### config.mk
export PLATFORM = sky130hd
export DESIGN_NAME = accel_decel_ramp_shaper
export DESIGN_NICKNAME = d
export VERILOG_FILES = /design/src/core/ramp_pkg.sv /design/src/core/slope_shaper.sv /design/src/core/accel_decel_ramp_shaper.sv
export VERILOG_INCLUDE_DIRS = /design/src /design/src/core
export SDC_FILE = /design/constraint.sdc
export NUM_CORES = 2
export LEC_CHECK = 0
export BUFFER_PORTS_ARGS = -buffer_cell sky130_fd_sc_hd__buf_4
export CAP_MARGIN = 20
export CORE_ASPECT_RATIO = 0.75
export CORE_MARGIN = 10
export CORE_UTILIZATION = 55
export CTS_CLUSTER_SIZE = 8
export DETAILED_ROUTE_END_ITERATION = 10
export HOLD_SLACK_MARGIN = 0.03
export PLACE_DENSITY = 0.81
export SLEW_MARGIN = 20
export SYNTH_ARGS = -nofsm -noshare
export SYNTH_HDL_FRONTEND = slang
export SYNTH_SLANG_ARGS = --single-unit
### constraint.sdc
create_clock -name clk -period 29.1 [get_ports clk]
set_clock_uncertainty 0.1 [all_clocks]
set_input_delay 2.91 -clock clk [delete_from_list [all_inputs] [get_ports clk]]
set_output_delay 2.91 -clock clk [all_outputs]
set_load 0.005 [all_outputs]
### src/core/ramp_consts.svh
// named constants of the ramp shaper: ranges, reset values, register offsets
// assumes frequency counts of 0.01 Hz and time counts of 0.01 s
`ifndef RAMP_CONSTS_SVH
`define RAMP_CONSTS_SVH

`define FREQ_W          16
`define TIME_W          19
`define FREQ_MIN_CNT    32'h0000_0000
`define FREQ_MAX_CNT    16'h9C40
`define TIME_MIN_CNT    32'h0000_0001
`define TIME_MAX_CNT    32'h0005_7E40
`define SWELL_MIN       32'h0000_0001
`define SWELL_MAX       32'h0000_000A
`define CURV_MIN        32'h0000_0000
`define CURV_MAX        32'h0000_0032
`define SHAPE_MAX       32'h0000_0004
`define METHOD_MAX      32'h0000_0002
`define SET_MAX         32'h0000_0002
`define TERM_FUNC_PROFILE 6'h09

`define TIME_RST        19'h003E8
`define SWELL_RST       4'h2
`define CURV_RST        6'h0A
`define TERM_FUNC_RST   6'h3F

`define TICK_US         32'h0000_03E8
`define CLK_MHZ         32'h0000_0032
`define TIME_UNIT_US    32'h0000_2710

`define WEIGHT_ONE      10'sh040
`define BEND_MUL        11'sh003
`define BEND_SHIFT      3
`define TRI_MID         6'sh10
`define LIN_MID         6'sh0F
`define PCT_MUL         11'h019
`define PCT_SHIFT       4
`define PCT_FULL        7'h64
`define PROG_STEPS      32'h0000_0040
`define PROG_SHIFT      16
`define PROG_TOP        6'h3F

`define A_CTRL          8'h00
`define CTRL_RUN_BIT    2
`define SET_BASE        8'h10
`define MSET_BASE       8'h40
`define SET_STRIDE      8'h10
`define OFF_ACC1        8'h00
`define OFF_DEC1        8'h04
`define OFF_ACC2        8'h08
`define OFF_DEC2        8'h0C
`define OFF_METHOD      8'h00
`define OFF_ATF         8'h04
`define OFF_DTF         8'h08
`define A_ACC_SHAPE     8'h60
`define A_DEC_SHAPE     8'h64
`define A_ACC_SWELL     8'h68
`define A_DEC_SWELL     8'h6C
`define A_CURV_BASE     8'h70
`define A_TERM_BASE     8'h80
`define WORD_STRIDE     8'h04
`define A_FREQ_STAT     8'hA0
`define A_FLAG_STAT     8'hA4

`endif

### src/core/ramp_pkg.sv
// types of the ramp shaper: shape, method and ramp mode codes, module state
// assumes ramp_consts.svh on the include path
`include "ramp_consts.svh"

package ramp_pkg;

  typedef enum logic [2:0] {
    SHAPE_LINEAR,
    SHAPE_S,
    SHAPE_U,
    SHAPE_INV_U,
    SHAPE_EXT_S
  } shape_type;

  typedef enum logic [1:0] {
    METHOD_TERMINAL,
    METHOD_FREQ,
    METHOD_REVERSE
  } method_type;

  typedef enum logic [1:0] {
    MODE_HOLD,
    MODE_RISE,
    MODE_FALL
  } ramp_mode_type;

  typedef struct packed {
    logic [1:0]                    motor_set;
    logic                          run;
    logic [2:0][`TIME_W-1:0]       first_accel_time;
    logic [2:0][`TIME_W-1:0]       first_decel_time;
    logic [2:0][`TIME_W-1:0]       second_accel_time;
    logic [2:0][`TIME_W-1:0]       second_decel_time;
    logic [1:0][1:0]               profile_switch_method;
    logic [1:0][`FREQ_W-1:0]       accel_transition_freq;
    logic [1:0][`FREQ_W-1:0]       decel_transition_freq;
    logic [2:0]                    accel_shape_select;
    logic [2:0]                    decel_shape_select;
    logic [3:0]                    accel_swell_constant;
    logic [3:0]                    decel_swell_constant;
    logic [3:0][5:0]               ext_s_curvature;
    logic [7:0][5:0]               input_terminal_function;
    logic [7:0]                    term_meta;
    logic [7:0]                    term_sync;
    logic [`FREQ_W-1:0]            freq;
    logic                          out_rev;
    logic                          reversing;
    logic                          stage2;
    logic [31:0]                   acc;
    logic [31:0]                   tick_cnt;
    logic                          tick;
    logic [31:0]                   rdata;
  } state_type;

endpackage

### src/core/slope_shaper.sv
// slope weight of one ramp point for the selected curve
// assumes progress 0..63 scaled from output frequency against maximum, mirrored for deceleration
`timescale 1ns/100ps
`include "ramp_consts.svh"

module slope_shaper (
  input  wire logic                 [5:0] progress,
  input  wire ramp_pkg::shape_type        shape,
  input  wire logic                 [3:0] swell,
  input  wire logic                 [5:0] curv_start,
  input  wire logic                 [5:0] curv_end,
  output logic                      [7:0] weight
);
  import ramp_pkg::*;

  // deviation scaled by swell constant
  function automatic logic signed [9:0] bend(input logic [3:0] k, input logic signed [5:0] dev);
    logic signed [10:0] ks;
    logic signed [10:0] ds;
    logic signed [10:0] prod;
    ks   = 11'(k);
    ds   = 11'(dev);
    prod = ks * ds * `BEND_MUL;
    return 10'(prod >>> `BEND_SHIFT);
  endfunction

  logic        [4:0] tri_v;
  logic signed [5:0] tri_dev;
  logic signed [5:0] lin_dev;
  logic        [6:0] pct;
  logic              edge_zone;
  logic signed [9:0] w;

  always_comb begin
    tri_v     = progress[5] ? 5'(`PROG_TOP - progress) : progress[4:0];
    tri_dev   = $signed({1'b0, tri_v}) - `TRI_MID;
    lin_dev   = `LIN_MID - $signed({1'b0, progress[5:1]});
    pct       = 7'((11'(progress) * `PCT_MUL) >> `PCT_SHIFT);
    edge_zone = (pct < 7'(curv_start)) || (pct >= 7'(`PCT_FULL - 7'(curv_end)));
    unique case (shape)
      SHAPE_LINEAR: w = `WEIGHT_ONE;
      SHAPE_S:      w = `WEIGHT_ONE + bend(swell, tri_dev);
      SHAPE_U:      w = `WEIGHT_ONE + bend(swell, lin_dev);
      SHAPE_INV_U:  w = `WEIGHT_ONE - bend(swell, lin_dev);
      SHAPE_EXT_S:  w = edge_zone ? `WEIGHT_ONE + bend(swell, tri_dev) : `WEIGHT_ONE;
      default:      w = `WEIGHT_ONE;
    endcase
    weight = w[7:0];
  end

endmodule

### src/core/accel_decel_ramp_shaper.sv
// two-stage acceleration/deceleration ramp generator with curve shaping
// assumes a register port on clk, terminal pins asynchronous, command on clk
//
// Functional notes
// stage choice is re-evaluated every cycle, so it swaps mid-ramp.
// method 00 picks second stage purely from the profile-switch input level.
// method 01 moves to second stage once output passes transition frequency.
// method 02 uses second stage only while reversing rotation direction.
// acceleration transition frequency clamped to 0..400.00 Hz, used by method 01.
// deceleration transition frequency clamped to 0..400.00 Hz, used by method 01.
// second acceleration time clamped to 0.01..3600 s, three motor sets.
// second deceleration time clamped to 0.01..3600 s, three motor sets.
// a terminal with function code 09 drives the profile-switch input.
// switching method exists for sets one and two; times for all three.
// acceleration and deceleration have independent shape selections.
// shape codes: 00 linear, 01 S, 02 U, 03 inverted U, 04 extended S.
// swell constant clamped to 1..10; larger swells the curve more.
// two acceleration curvatures for extended S, each clamped to 0..50 percent.
// two deceleration curvatures, 0..50 percent, separate from acceleration ones.
// users avoid non-linear shapes with analog frequency sources.
// all curvatures at 50 percent make extended S equal to S-curve.
// profile-switch asserted selects second stage, deasserted selects first stage.
// output moves toward command each control tick at selected slope.
`timescale 1ns/100ps
`include "ramp_consts.svh"

module accel_decel_ramp_shaper #(
  parameter logic [`FREQ_W-1:0] MAX_FREQ    = `FREQ_MAX_CNT,
  parameter int                 TICK_CYCLES = `TICK_US * `CLK_MHZ
) (
  input  wire logic               clk,
  input  wire logic               reset_n,
  input  wire logic [7:0]         addr,
  input  wire logic [31:0]        wr_data,
  input  wire logic               wr_en,
  input  wire logic               rd_en,
  output logic      [31:0]        rd_data,
  input  wire logic [7:0]         terminal_in,
  input  wire logic [`FREQ_W-1:0] freq_command,
  input  wire logic               cmd_reverse,
  output logic      [`FREQ_W-1:0] out_freq,
  output logic                    out_reverse,
  output logic                    stage2_active
);
  import ramp_pkg::*;

  localparam logic [31:0] PSCALE   = 32'((`PROG_STEPS << `PROG_SHIFT) / 32'(MAX_FREQ));
  localparam logic [31:0] UNIT_DEN = 32'((`TIME_UNIT_US / `TICK_US) * 32'(`WEIGHT_ONE));

  function automatic logic [31:0] clamp(input logic [31:0] v, input logic [31:0] lo, input logic [31:0] hi);
    if (v < lo) begin
      return lo;
    end
    if (v > hi) begin
      return hi;
    end
    return v;
  endfunction

  function automatic logic [7:0] set_addr(input logic [7:0] base, input int n, input logic [7:0] off);
    return 8'(base + 8'(n) * `SET_STRIDE + off);
  endfunction

  function automatic logic [7:0] word_addr(input logic [7:0] base, input int n);
    return 8'(base + 8'(n) * `WORD_STRIDE);
  endfunction

  state_type          st_ff;
  state_type          nxt_st;
  logic               profile_switch_input;
  logic               mismatch;
  logic [`FREQ_W-1:0] cmd_lim;
  logic [`FREQ_W-1:0] target;
  ramp_mode_type      mode;
  logic [1:0]         method;
  logic               use_second;
  logic [`TIME_W-1:0] sel_time;
  logic [31:0]        den;
  logic [31:0]        credit;
  logic [31:0]        acc_sum;
  logic [31:0]        prog_full;
  logic [5:0]         prog;
  logic [5:0]         shape_prog;
  logic [2:0]         shape_code;
  logic [3:0]         shape_swell;
  logic [5:0]         curv_start;
  logic [5:0]         curv_end;
  logic [7:0]         weight;
  logic [31:0]        rv;

  slope_shaper shaper (
    .progress   (shape_prog),
    .shape      (shape_type'(shape_code)),
    .swell      (shape_swell),
    .curv_start (curv_start),
    .curv_end   (curv_end),
    .weight     (weight)
  );

  always_comb begin
    nxt_st               = st_ff;
    profile_switch_input = 1'b0;
    rv                   = 32'h0000_0000;

    // terminal pins, two flops before use
    nxt_st.term_meta = terminal_in;
    nxt_st.term_sync = st_ff.term_meta;
    for (int i = 0; i < 8; i++) begin
      if (st_ff.input_terminal_function[i] == `TERM_FUNC_PROFILE && st_ff.term_sync[i]) begin
        profile_switch_input = 1'b1;
      end
    end

    // register writes
    if (wr_en) begin
      if (addr == `A_CTRL) begin
        nxt_st.motor_set = 2'(clamp({30'h0, wr_data[1:0]}, 32'h0, `SET_MAX));
        nxt_st.run       = wr_data[`CTRL_RUN_BIT];
      end
      for (int n = 0; n < 3; n++) begin
        if (addr == set_addr(`SET_BASE, n, `OFF_ACC1)) begin
          nxt_st.first_accel_time[n] = `TIME_W'(clamp(wr_data, `TIME_MIN_CNT, `TIME_MAX_CNT));
        end
        if (addr == set_addr(`SET_BASE, n, `OFF_DEC1)) begin
          nxt_st.first_decel_time[n] = `TIME_W'(clamp(wr_data, `TIME_MIN_CNT, `TIME_MAX_CNT));
        end
        if (addr == set_addr(`SET_BASE, n, `OFF_ACC2)) begin
          nxt_st.second_accel_time[n] = `TIME_W'(clamp(wr_data, `TIME_MIN_CNT, `TIME_MAX_CNT));
        end
        if (addr == set_addr(`SET_BASE, n, `OFF_DEC2)) begin
          nxt_st.second_decel_time[n] = `TIME_W'(clamp(wr_data, `TIME_MIN_CNT, `TIME_MAX_CNT));
        end
      end
      for (int n = 0; n < 2; n++) begin
        if (addr == set_addr(`MSET_BASE, n, `OFF_METHOD)) begin
          nxt_st.profile_switch_method[n] = (wr_data > `METHOD_MAX) ? 2'h0 : wr_data[1:0];
        end
        if (addr == set_addr(`MSET_BASE, n, `OFF_ATF)) begin
          nxt_st.accel_transition_freq[n] = `FREQ_W'(clamp(wr_data, `FREQ_MIN_CNT, 32'(MAX_FREQ)));
        end
        if (addr == set_addr(`MSET_BASE, n, `OFF_DTF)) begin
          nxt_st.decel_transition_freq[n] = `FREQ_W'(clamp(wr_data, `FREQ_MIN_CNT, 32'(MAX_FREQ)));
        end
      end
      if (addr == `A_ACC_SHAPE) begin
        nxt_st.accel_shape_select = (wr_data > `SHAPE_MAX) ? 3'h0 : wr_data[2:0];
      end
      if (addr == `A_DEC_SHAPE) begin
        nxt_st.decel_shape_select = (wr_data > `SHAPE_MAX) ? 3'h0 : wr_data[2:0];
      end
      if (addr == `A_ACC_SWELL) begin
        nxt_st.accel_swell_constant = 4'(clamp(wr_data, `SWELL_MIN, `SWELL_MAX));
      end
      if (addr == `A_DEC_SWELL) begin
        nxt_st.decel_swell_constant = 4'(clamp(wr_data, `SWELL_MIN, `SWELL_MAX));
      end
      for (int n = 0; n < 4; n++) begin
        if (addr == word_addr(`A_CURV_BASE, n)) begin
          nxt_st.ext_s_curvature[n] = 6'(clamp(wr_data, `CURV_MIN, `CURV_MAX));
        end
      end
      for (int n = 0; n < 8; n++) begin
        if (addr == word_addr(`A_TERM_BASE, n)) begin
          nxt_st.input_terminal_function[n] = wr_data[5:0];
        end
      end
    end

    // register reads, data valid in the next cycle only
    if (rd_en) begin
      if (addr == `A_CTRL) begin
        rv = {29'h0, st_ff.run, st_ff.motor_set};
      end
      for (int n = 0; n < 3; n++) begin
        if (addr == set_addr(`SET_BASE, n, `OFF_ACC1)) rv = 32'(st_ff.first_accel_time[n]);
        if (addr == set_addr(`SET_BASE, n, `OFF_DEC1)) rv = 32'(st_ff.first_decel_time[n]);
        if (addr == set_addr(`SET_BASE, n, `OFF_ACC2)) rv = 32'(st_ff.second_accel_time[n]);
        if (addr == set_addr(`SET_BASE, n, `OFF_DEC2)) rv = 32'(st_ff.second_decel_time[n]);
      end
      for (int n = 0; n < 2; n++) begin
        if (addr == set_addr(`MSET_BASE, n, `OFF_METHOD)) rv = 32'(st_ff.profile_switch_method[n]);
        if (addr == set_addr(`MSET_BASE, n, `OFF_ATF)) rv = 32'(st_ff.accel_transition_freq[n]);
        if (addr == set_addr(`MSET_BASE, n, `OFF_DTF)) rv = 32'(st_ff.decel_transition_freq[n]);
      end
      if (addr == `A_ACC_SHAPE) rv = 32'(st_ff.accel_shape_select);
      if (addr == `A_DEC_SHAPE) rv = 32'(st_ff.decel_shape_select);
      if (addr == `A_ACC_SWELL) rv = 32'(st_ff.accel_swell_constant);
      if (addr == `A_DEC_SWELL) rv = 32'(st_ff.decel_swell_constant);
      for (int n = 0; n < 4; n++) begin
        if (addr == word_addr(`A_CURV_BASE, n)) rv = 32'(st_ff.ext_s_curvature[n]);
      end
      for (int n = 0; n < 8; n++) begin
        if (addr == word_addr(`A_TERM_BASE, n)) rv = 32'(st_ff.input_terminal_function[n]);
      end
      if (addr == `A_FREQ_STAT) rv = 32'(st_ff.freq);
      if (addr == `A_FLAG_STAT) begin
        rv = {28'h0, st_ff.reversing, st_ff.stage2, st_ff.out_rev, profile_switch_input};
      end
    end
    nxt_st.rdata = rv;

    // control tick
    if (st_ff.tick_cnt >= 32'(TICK_CYCLES - 1)) begin
      nxt_st.tick_cnt = 32'h0000_0000;
      nxt_st.tick     = 1'b1;
    end else begin
      nxt_st.tick_cnt = st_ff.tick_cnt + 32'h0000_0001;
      nxt_st.tick     = 1'b0;
    end

    // target and direction
    mismatch = (cmd_reverse != st_ff.out_rev);
    cmd_lim  = (freq_command > MAX_FREQ) ? MAX_FREQ : freq_command;
    target   = (!st_ff.run || mismatch) ? `FREQ_W'(0) : cmd_lim;
    if (st_ff.freq < target) begin
      mode = MODE_RISE;
    end else if (st_ff.freq > target) begin
      mode = MODE_FALL;
    end else begin
      mode = MODE_HOLD;
    end
    if (mismatch && st_ff.freq == `FREQ_W'(0)) begin
      nxt_st.out_rev = cmd_reverse;
    end
    if (mismatch && st_ff.freq != `FREQ_W'(0)) begin
      nxt_st.reversing = 1'b1;
    end else if (!mismatch && mode == MODE_HOLD) begin
      nxt_st.reversing = 1'b0;
    end

    // stage selection, live every cycle
    method = (st_ff.motor_set < 2'h2) ? st_ff.profile_switch_method[st_ff.motor_set[0]] : 2'h0;
    use_second = 1'b0;
    if (method == METHOD_FREQ) begin
      if (mode == MODE_RISE) begin
        use_second = st_ff.freq >= st_ff.accel_transition_freq[st_ff.motor_set[0]];
      end else if (mode == MODE_FALL) begin
        use_second = st_ff.freq >= st_ff.decel_transition_freq[st_ff.motor_set[0]];
      end
    end else if (method == METHOD_REVERSE) begin
      use_second = st_ff.reversing;
    end else begin
      use_second = profile_switch_input;
    end
    nxt_st.stage2 = use_second;
    if (mode == MODE_FALL) begin
      sel_time = use_second ? st_ff.second_decel_time[st_ff.motor_set] : st_ff.first_decel_time[st_ff.motor_set];
    end else begin
      sel_time = use_second ? st_ff.second_accel_time[st_ff.motor_set] : st_ff.first_accel_time[st_ff.motor_set];
    end
    den = 32'(sel_time) * UNIT_DEN;

    // shape inputs
    prog_full   = (32'(st_ff.freq) * PSCALE) >> `PROG_SHIFT;
    prog        = (prog_full > 32'(`PROG_TOP)) ? `PROG_TOP : prog_full[5:0];
    shape_prog  = (mode == MODE_FALL) ? 6'(`PROG_TOP - prog) : prog;
    shape_code  = (mode == MODE_FALL) ? st_ff.decel_shape_select : st_ff.accel_shape_select;
    shape_swell = (mode == MODE_FALL) ? st_ff.decel_swell_constant : st_ff.accel_swell_constant;
    curv_start  = (mode == MODE_FALL) ? st_ff.ext_s_curvature[2] : st_ff.ext_s_curvature[0];
    curv_end    = (mode == MODE_FALL) ? st_ff.ext_s_curvature[3] : st_ff.ext_s_curvature[1];
    credit      = 32'(MAX_FREQ) * 32'(weight);

    // credit per tick, one count per cycle while credit covers the cost
    acc_sum = st_ff.acc + (st_ff.tick ? credit : 32'h0000_0000);
    if (mode == MODE_HOLD) begin
      nxt_st.acc = 32'h0000_0000;
    end else if (acc_sum >= den) begin
      nxt_st.acc  = acc_sum - den;
      nxt_st.freq = (mode == MODE_RISE) ? st_ff.freq + `FREQ_W'(1) : st_ff.freq - `FREQ_W'(1);
    end else begin
      nxt_st.acc = acc_sum;
    end
  end

  always_ff @(posedge clk) begin
    if (!reset_n) begin
      st_ff                         <= '0;
      st_ff.first_accel_time        <= {3{`TIME_RST}};
      st_ff.first_decel_time        <= {3{`TIME_RST}};
      st_ff.second_accel_time       <= {3{`TIME_RST}};
      st_ff.second_decel_time       <= {3{`TIME_RST}};
      st_ff.accel_swell_constant    <= `SWELL_RST;
      st_ff.decel_swell_constant    <= `SWELL_RST;
      st_ff.ext_s_curvature         <= {4{`CURV_RST}};
      st_ff.input_terminal_function <= {8{`TERM_FUNC_RST}};
    end else begin
      st_ff <= nxt_st;
    end
  end

  assign rd_data       = st_ff.rdata;
  assign out_freq      = st_ff.freq;
  assign out_reverse   = st_ff.out_rev;
  assign stage2_active = st_ff.stage2;

endmodule

======== Yosys cells after proc, flatten, opt, wreduce, memory -nomap -nowiden ========
Cells that the tools add are included.
Widths: inputs -> output; s select.
storage, ports and cells
  output and inout port bits .............. 50
  logic and storage cells ................. 469
  bits in registers ....................... 517
cells by class
  equal/unequal tests ..................... 53
  multiplexer cells ....................... 259
  add/subtract/negate cells ............... 13
  multiply operators ...................... 8
  reduce and logical (&&, ||, !) cells .... 62
  order comparisons ....................... 22
  bitwise logic cells ..................... 3
operators with widths
  cell                   number
  $mux 19                45
  $mux 16                40
  $bmux 19 s2            4
  $mux 1                 134
  $eq 8x7->1 const B     14
  $eq 8x8->1 const B     10
  $mux 6                 13
  $reduce_and 2->1       37
  $eq 8x6->1 const B     8
  $lt 32x1->1 const B    2
  $eq 6x4->1 const B     8
  $reduce_or 38->1       1
  $add 32x1->32 const B  1
  $add 32x24->32         1
  $eq 8x5->1 const B     4
  $ge 16x16->1           2
  $ge 32x16->1 const B   1
  $ge 32x29->1           1
  $gt 32x16->1 const B   1
  $gt 32x19->1 const B   1
  $gt 32x2->1 const B    1
  $gt 32x3->1 const B    1
  $gt 32x4->1 const B    1
  $gt 32x6->1 const B    1
  52 further kinds       88

======== Depth between registers and ports, before layout ========
  depth after elaboration ................. 38
  mapped depth ............................ 74
  gate-level depth less buffers ........... 73

======== Cells and area by module ========
A second synthesis with hierarchy kept.
second synthesis, totals
  cells, all modules ...................... 4344
  area total of the unflattened synthesis .. 35236.3 µm²
modules (own cells, without submodules)
  module                   instances  cells an instance  area an instance (µm²)
  accel_decel_ramp_shaper  1          3890               31413.9
  slope_shaper             1          454                3822.4

======== Least setup slack after synthesis ========
No wires, ideal clock.
  path kind ............................... input to register
  start ................................... input freq_command[0]
  end ..................................... register st_ff[75] in the netlist's numbering
  data required time ...................... 28.871 ns
  arrival ................................. 17.788 ns
  path buffers ............................ 3
  stages .................................. 71
  setup slack ............................. 11.083 ns
  cell sequence ........................... or4_1 o31ai_1 a21oi_1 o31a_1 nor2_1 nand2_1 ha_1 a21oi_1 o21ai_0 a221oi_2 nand2_1 nand2_1 clkbuf_1 xnor2_1 nor2_1 ha_1 inv_1 fa_1 [... 35 more ...] or3_1 nor3_1 nor2_1 nor2_1 xnor2_1 ha_1 nor2b_1 o21ai_0 nand2b_1 a21o_1 a21oi_1 a31oi_1 or3_4 or3_1 buf_2 buf_6 mux2i_1 nor2_1
between the ends
  longest elaborated chain between the ends .. 21
RTL lines
  element                                         RTL line                                                        source
  start, declared                                 accel_decel_ramp_shaper.sv:39                                   input wire logic [`FREQ_W-1:0] freq_command,
  $gt 16x16->1                                    accel_decel_ramp_shaper.sv:213                                  cmd_lim = (freq_command > MAX_FREQ) ? MAX_FREQ : freq_command;
  $mux 16 (*)                                     accel_decel_ramp_shaper.sv:213
  $mux 16 (*)                                     accel_decel_ramp_shaper.sv:214                                  target = (!st_ff.run || mismatch) ? `FREQ_W'(0) : cmd_lim;
  $gt 16x16->1                                    accel_decel_ramp_shaper.sv:217                                  end else if (st_ff.freq > target) begin
  $mux 2                                          accel_decel_ramp_shaper.sv:217
  $mux 2 (*)                                      accel_decel_ramp_shaper.sv:215                                  if (st_ff.freq < target) begin
  $eq 2x2->1                                      --
  $mux 6                                          accel_decel_ramp_shaper.sv:256                                  shape_prog = (mode == MODE_FALL) ? 6'(`PROG_TOP - prog) : prog;
  [... 5 more ...]                                --
  $add 8x8->8 (no source line)                    --
  $mux 8 (no source line)                         --
  $pmux 8 s4                                      slope_shaper.sv:40                                              unique case (shape)
  $mul 10x8->18                                   accel_decel_ramp_shaper.sv:261                                  credit = 32'(MAX_FREQ) * 32'(weight);
  $mux 24                                         accel_decel_ramp_shaper.sv:264                                  acc_sum = st_ff.acc + (st_ff.tick ? credit : 32'h0000_0000);
  $add 32x24->32                                  accel_decel_ramp_shaper.sv:264
  $sub 32x29->32 or $ge 32x29->1 (tied branches)  accel_decel_ramp_shaper.sv:268, accel_decel_ramp_shaper.sv:267
  $mux 32                                         accel_decel_ramp_shaper.sv:267                                  end else if (acc_sum >= den) begin
  end signal, assigned                            accel_decel_ramp_shaper.sv:287                                  st_ff <= nxt_st;
  end, declared                                   accel_decel_ramp_shaper.sv:68                                   state_type st_ff;
Mark *: on every way between the ends. The rest lies on a longest branch, timed or not.
A chain may end at the register's enable or synchronous reset.

======== Final worst setup path ========
  start ................................... input freq_command[0]
  end ..................................... register st_ff[72] in the netlist's numbering
Same word-level chain as after synthesis.

==> results summary <==
The flow ran to the end, and the final reports show no timing, DRC or antenna violations. The routability congestion estimate from global placement is 0.999. The post-synthesis async set-or-reset flop share is 0%. After synthesis, the cell types taking the most area are sky130_fd_sc_hd__dfxtp_1 29%, sky130_fd_sc_hd__ha_1 12%, sky130_fd_sc_hd__nand2_1 6.6%.

The post-synthesis instance area is 34,300 um2. The share of layout cells above drive strength 1 is 6.98%. After detailed routing, the total wire length is about 120,000 um. The total setup buffers inserted after CTS is 0. The floorplan has 79 rows. The area of the die is 72,900 um2. The sink count of the clock tree came out at 498.

The most used flip-flop cell after synthesis is sky130_fd_sc_hd__dfxtp_1. The number of distinct library cells after synthesis is 100. The hold path startpoint is nxt_st[118].

The worst relative slew slack is 17.6%. The met3 usage came out at 11.0%. Derived from the worst setup path, the maximum achievable clock frequency is 51.3 MHz. The critical path required time came out at 29,530 ps. Synthesis inferred 498 register bits. Setup repair after global routing left no endpoint under its margin. The number of enable flip-flop cells after synthesis is 0. After detailed placement, the design holds a cell count of 5,008. The combined global-route utilization of all metal layers came out at 30.5%.

The setup path with the least slack is of type input port to flip-flop. The area taken by multi-input logic gates is 22,400 um2. In this run the horizontal extent of the chip is 308 um. The hold path depth came out at 1. The area share of the leading cell type in the synthesized netlist is between 20% and 30%.

The most prevalent standard cell on the critical path is sky130_fd_sc_hd__a21oi_1. The count of port buffers added during placement came out at 105. The post-cts hold buffer count is 0. The layer flagged by global routing as most heavily used is met2. The detailed router's first-iteration violation count is roughly 5,300.

The minimum clock period after layout is between 15,000 and 20,000 ps. The final routed wire length divided by cell count came out at approximately 23 um. The clock-pin slew reported for the worst setup and hold paths after clock tree synthesis came out at 50 ps. In the final timing run, aggregate negative setup slack is 0 ps. Counting the buffers created by CTS gives 72. Entering global routing, the biggest net connects 182 pins.

The clock latency at the later pin of the worst-skew pair is 630 ps. The total overflow left after global routing is 0. The root buffer cell chosen for the clock tree is sky130_fd_sc_hd__clkbuf_16.

The quantity of gates resized following cts is 0. Summing over every cut layer, the via total after detailed routing is 33,500. The clock passes through at most 3 buffers. The initial antenna violation count is 4. After detailed routing, the number of vias per cell comes to roughly 6.6.

The share of the clock period used by the worst path after layout came out at 66.9%. Ranked by instance count, the synthesized netlist is headed by 599 x sky130_fd_sc_hd__nand2_1, 498 x sky130_fd_sc_hd__dfxtp_1, 468 x sky130_fd_sc_hd__nor2_1. STA classifies the critical path startpoint as an input port. The die height came out at ~240 um. The area added between synthesis and finish is 8.78%.

The final count of hold timing violations came out at 0. The worst flop-to-flop path endpoint is st_ff[72]. The number of antenna-violating nets in the routed design came out at 0. Registers take 9980 um2.

The number of H-tree branching levels came out at 3. The worst register-to-register path begins at out_freq[9]. The Yosys step of the flow raised 0 warnings. Once the floorplan was initialized, standard cells occupied 55.4% of the core.

The placed wire-length estimate after detailed placement came out at ~80,000 um. The share of the yosys chip area belonging to registers came out at 29.1%. The fraction of met2 tracks used by global routing is between 40% and 50%. The worst reg-to-reg setup slack came out at 11,730 ps. Global routing used between 40% and 50% of the available met1 tracks. The largest single stage delay on the critical path is around 660 ps. The number of inserted filler cells in the final layout came out at 5,397. The post-synthesis average cell area came out at 7.95 um2. For the pin with the worst max-slew slack, the measured transition is 1240 ps. The via count of the first global-routing pass was 30,900. The first detailed-routing pass ran for 8 iterations. In this run the standard cell core region covers 61,900 um2. The final count of negative-setup-slack endpoints is 0.

The largest total area in the synthesized netlist belongs to sky130_fd_sc_hd__dfxtp_1. TritonCTS built the clock tree. The worst reg2reg path depth is 69.

The final number of max-transition violations came out at 0. The count of non-filler cells in the finished layout came out at 5,094. The final layout contains roughly 4,700 nets. The signal arrival time at the worst endpoint is roughly 20,000 ps. Across the run, the number of max-cap violations was 0. The min-delay analysis places its worst path in the category flip-flop to flip-flop. In the post-synthesis netlist, the cell with the most instances is sky130_fd_sc_hd__nand2_1. The maximum fanout count along the critical path came out at 44. The post-synthesis instance total came out at 4,314. During I/O placement, the number of pins put on the boundary was 119. The critical path endpoint category is a flip-flop.

The DRC violation count after routing is 0. The wire length of the first global-routing pass is 178,000 um. The worst hold path terminates at st_ff[118]. Among all stages on the critical path, the largest delay is contributed by sky130_fd_sc_hd__nand2_1.
-- area by class of cell --
class	count	share of cell area (%)
Antenna cell	2	0.0134
Clock buffer	74	4.85
Clock inverter	8	0.483
Inverter	208	2.11
Multi-Input combinational cell	3340	60.0
Sequential cell	498	26.7
Tap cell	810	2.72
Timing Repair Buffer	154	3.10
-- state kept, by name, summed over array words and instances, names as in the netlist --
signal and cells:
out_reverse 1, st_ff 453, nxt_st 8, out_freq 16, stage2_active 1, rd_data 19
-- critical path: cells and delay by family --
kind	cells	cell delay (ps)
compound gates	27	5620
simple gates	15	4860
fa+ha+maj	11	4050
buf+inv	7	1340
xor+xnor	5	760
mux	1	330
-- metal layers --
| layer | routed length, um | part of all wire (%) | vias up |
|---|---|---|---|
| met5 | 73 | 0.063 | - |
| met4 | 5610 | 4.8 | 4 |
| met3 | 17900 | 15 | 501 |
| met2 | 45700 | 39 | 2343 |
| met1 | 46900 | 40 | 15500 |
| li1 | - | - | 15100 |
-- cell families (layout without fill, tap and decap cells) --
logic type	Yosys count	count (layout)	share of synthesized area (%)
AO/OA/AOI/OAI	1110	1110	21.7
XOR/XNOR	154	154	3.95
adder cells (fa/ha/maj)	373	373	14.8
buffers and inverters	504	444	6.12
flip-flops	498	498	29.1
multiplexers	176	176	5.23
other	1	31	0.0109
AND/OR/NAND/NOR	1498	1498	19.2
-- worst max path at each step --
stage                     from        end  slack, ps  depth (start not counted)
2_1_floorplan  freq_command[0]  st_ff[75]      11080                         71
3_3_place_gp   freq_command[0]  st_ff[72]       9600                         68
3_5_place_dp   freq_command[0]  st_ff[72]       9190                         68
4_1_cts        freq_command[0]  st_ff[72]       9750                         66
5_1_grt        freq_command[0]  st_ff[72]       8500                         67
6_report       freq_command[0]  st_ff[72]       9620                         66
-- per-stage QoR --
| stage | setup slack (ps) | instance area (um2) | utilization (%) | hold slack (ps) |
|---|---|---|---|---|
| 6_report | 9620 | 37300 | 60.3 | 328 |
| 5_1_grt | 8500 | 37300 | 60.3 | 350 |
| 4_1_cts | 9750 | 37300 | 60.3 | 332 |
| 3_5_place_dp | 9190 | 35300 | 57.1 | 319 |
| 3_3_place_gp | 9600 | 35300 | 57.1 | 317 |
| 2_1_floorplan | 11080 | 34400 | - | 312 |
-- cells in the final DEF, fill, tap and decap left out, types with 32 or more instances in the layout --
| cell type | synthesis | layout |
|---|---|---|
| sky130_fd_sc_hd__a211oi_1 | 138 | 138 |
| sky130_fd_sc_hd__a21o_1 | 35 | 35 |
| sky130_fd_sc_hd__a21oi_1 | 293 | 292 |
| sky130_fd_sc_hd__a221oi_1 | 33 | 33 |
| sky130_fd_sc_hd__a22oi_1 | 47 | 47 |
| sky130_fd_sc_hd__a31oi_1 | 34 | 33 |
| sky130_fd_sc_hd__and2_1 | 52 | 50 |
| sky130_fd_sc_hd__and3_1 | 36 | 35 |
| sky130_fd_sc_hd__buf_4 | 48 | 152 |
| sky130_fd_sc_hd__clkbuf_16 | 0 | 72 |
| sky130_fd_sc_hd__dfxtp_1 | 498 | 496 |
| sky130_fd_sc_hd__fa_1 | 55 | 55 |
| sky130_fd_sc_hd__ha_1 | 318 | 318 |
| sky130_fd_sc_hd__inv_1 | 207 | 207 |
| sky130_fd_sc_hd__mux2i_1 | 163 | 163 |
| sky130_fd_sc_hd__nand2_1 | 599 | 598 |
| sky130_fd_sc_hd__nand3_1 | 130 | 130 |
| sky130_fd_sc_hd__nor2_1 | 468 | 467 |
| sky130_fd_sc_hd__nor2b_1 | 33 | 32 |
| sky130_fd_sc_hd__nor3_1 | 52 | 50 |
| sky130_fd_sc_hd__o211ai_1 | 159 | 159 |
| sky130_fd_sc_hd__o21ai_0 | 159 | 157 |
| sky130_fd_sc_hd__o22ai_1 | 39 | 39 |
| sky130_fd_sc_hd__xnor2_1 | 109 | 109 |
| sky130_fd_sc_hd__xor2_1 | 44 | 44 |
Power is not shown: default switching activity piles up to over one toggle a cycle in this logic, so the estimate is an artifact.
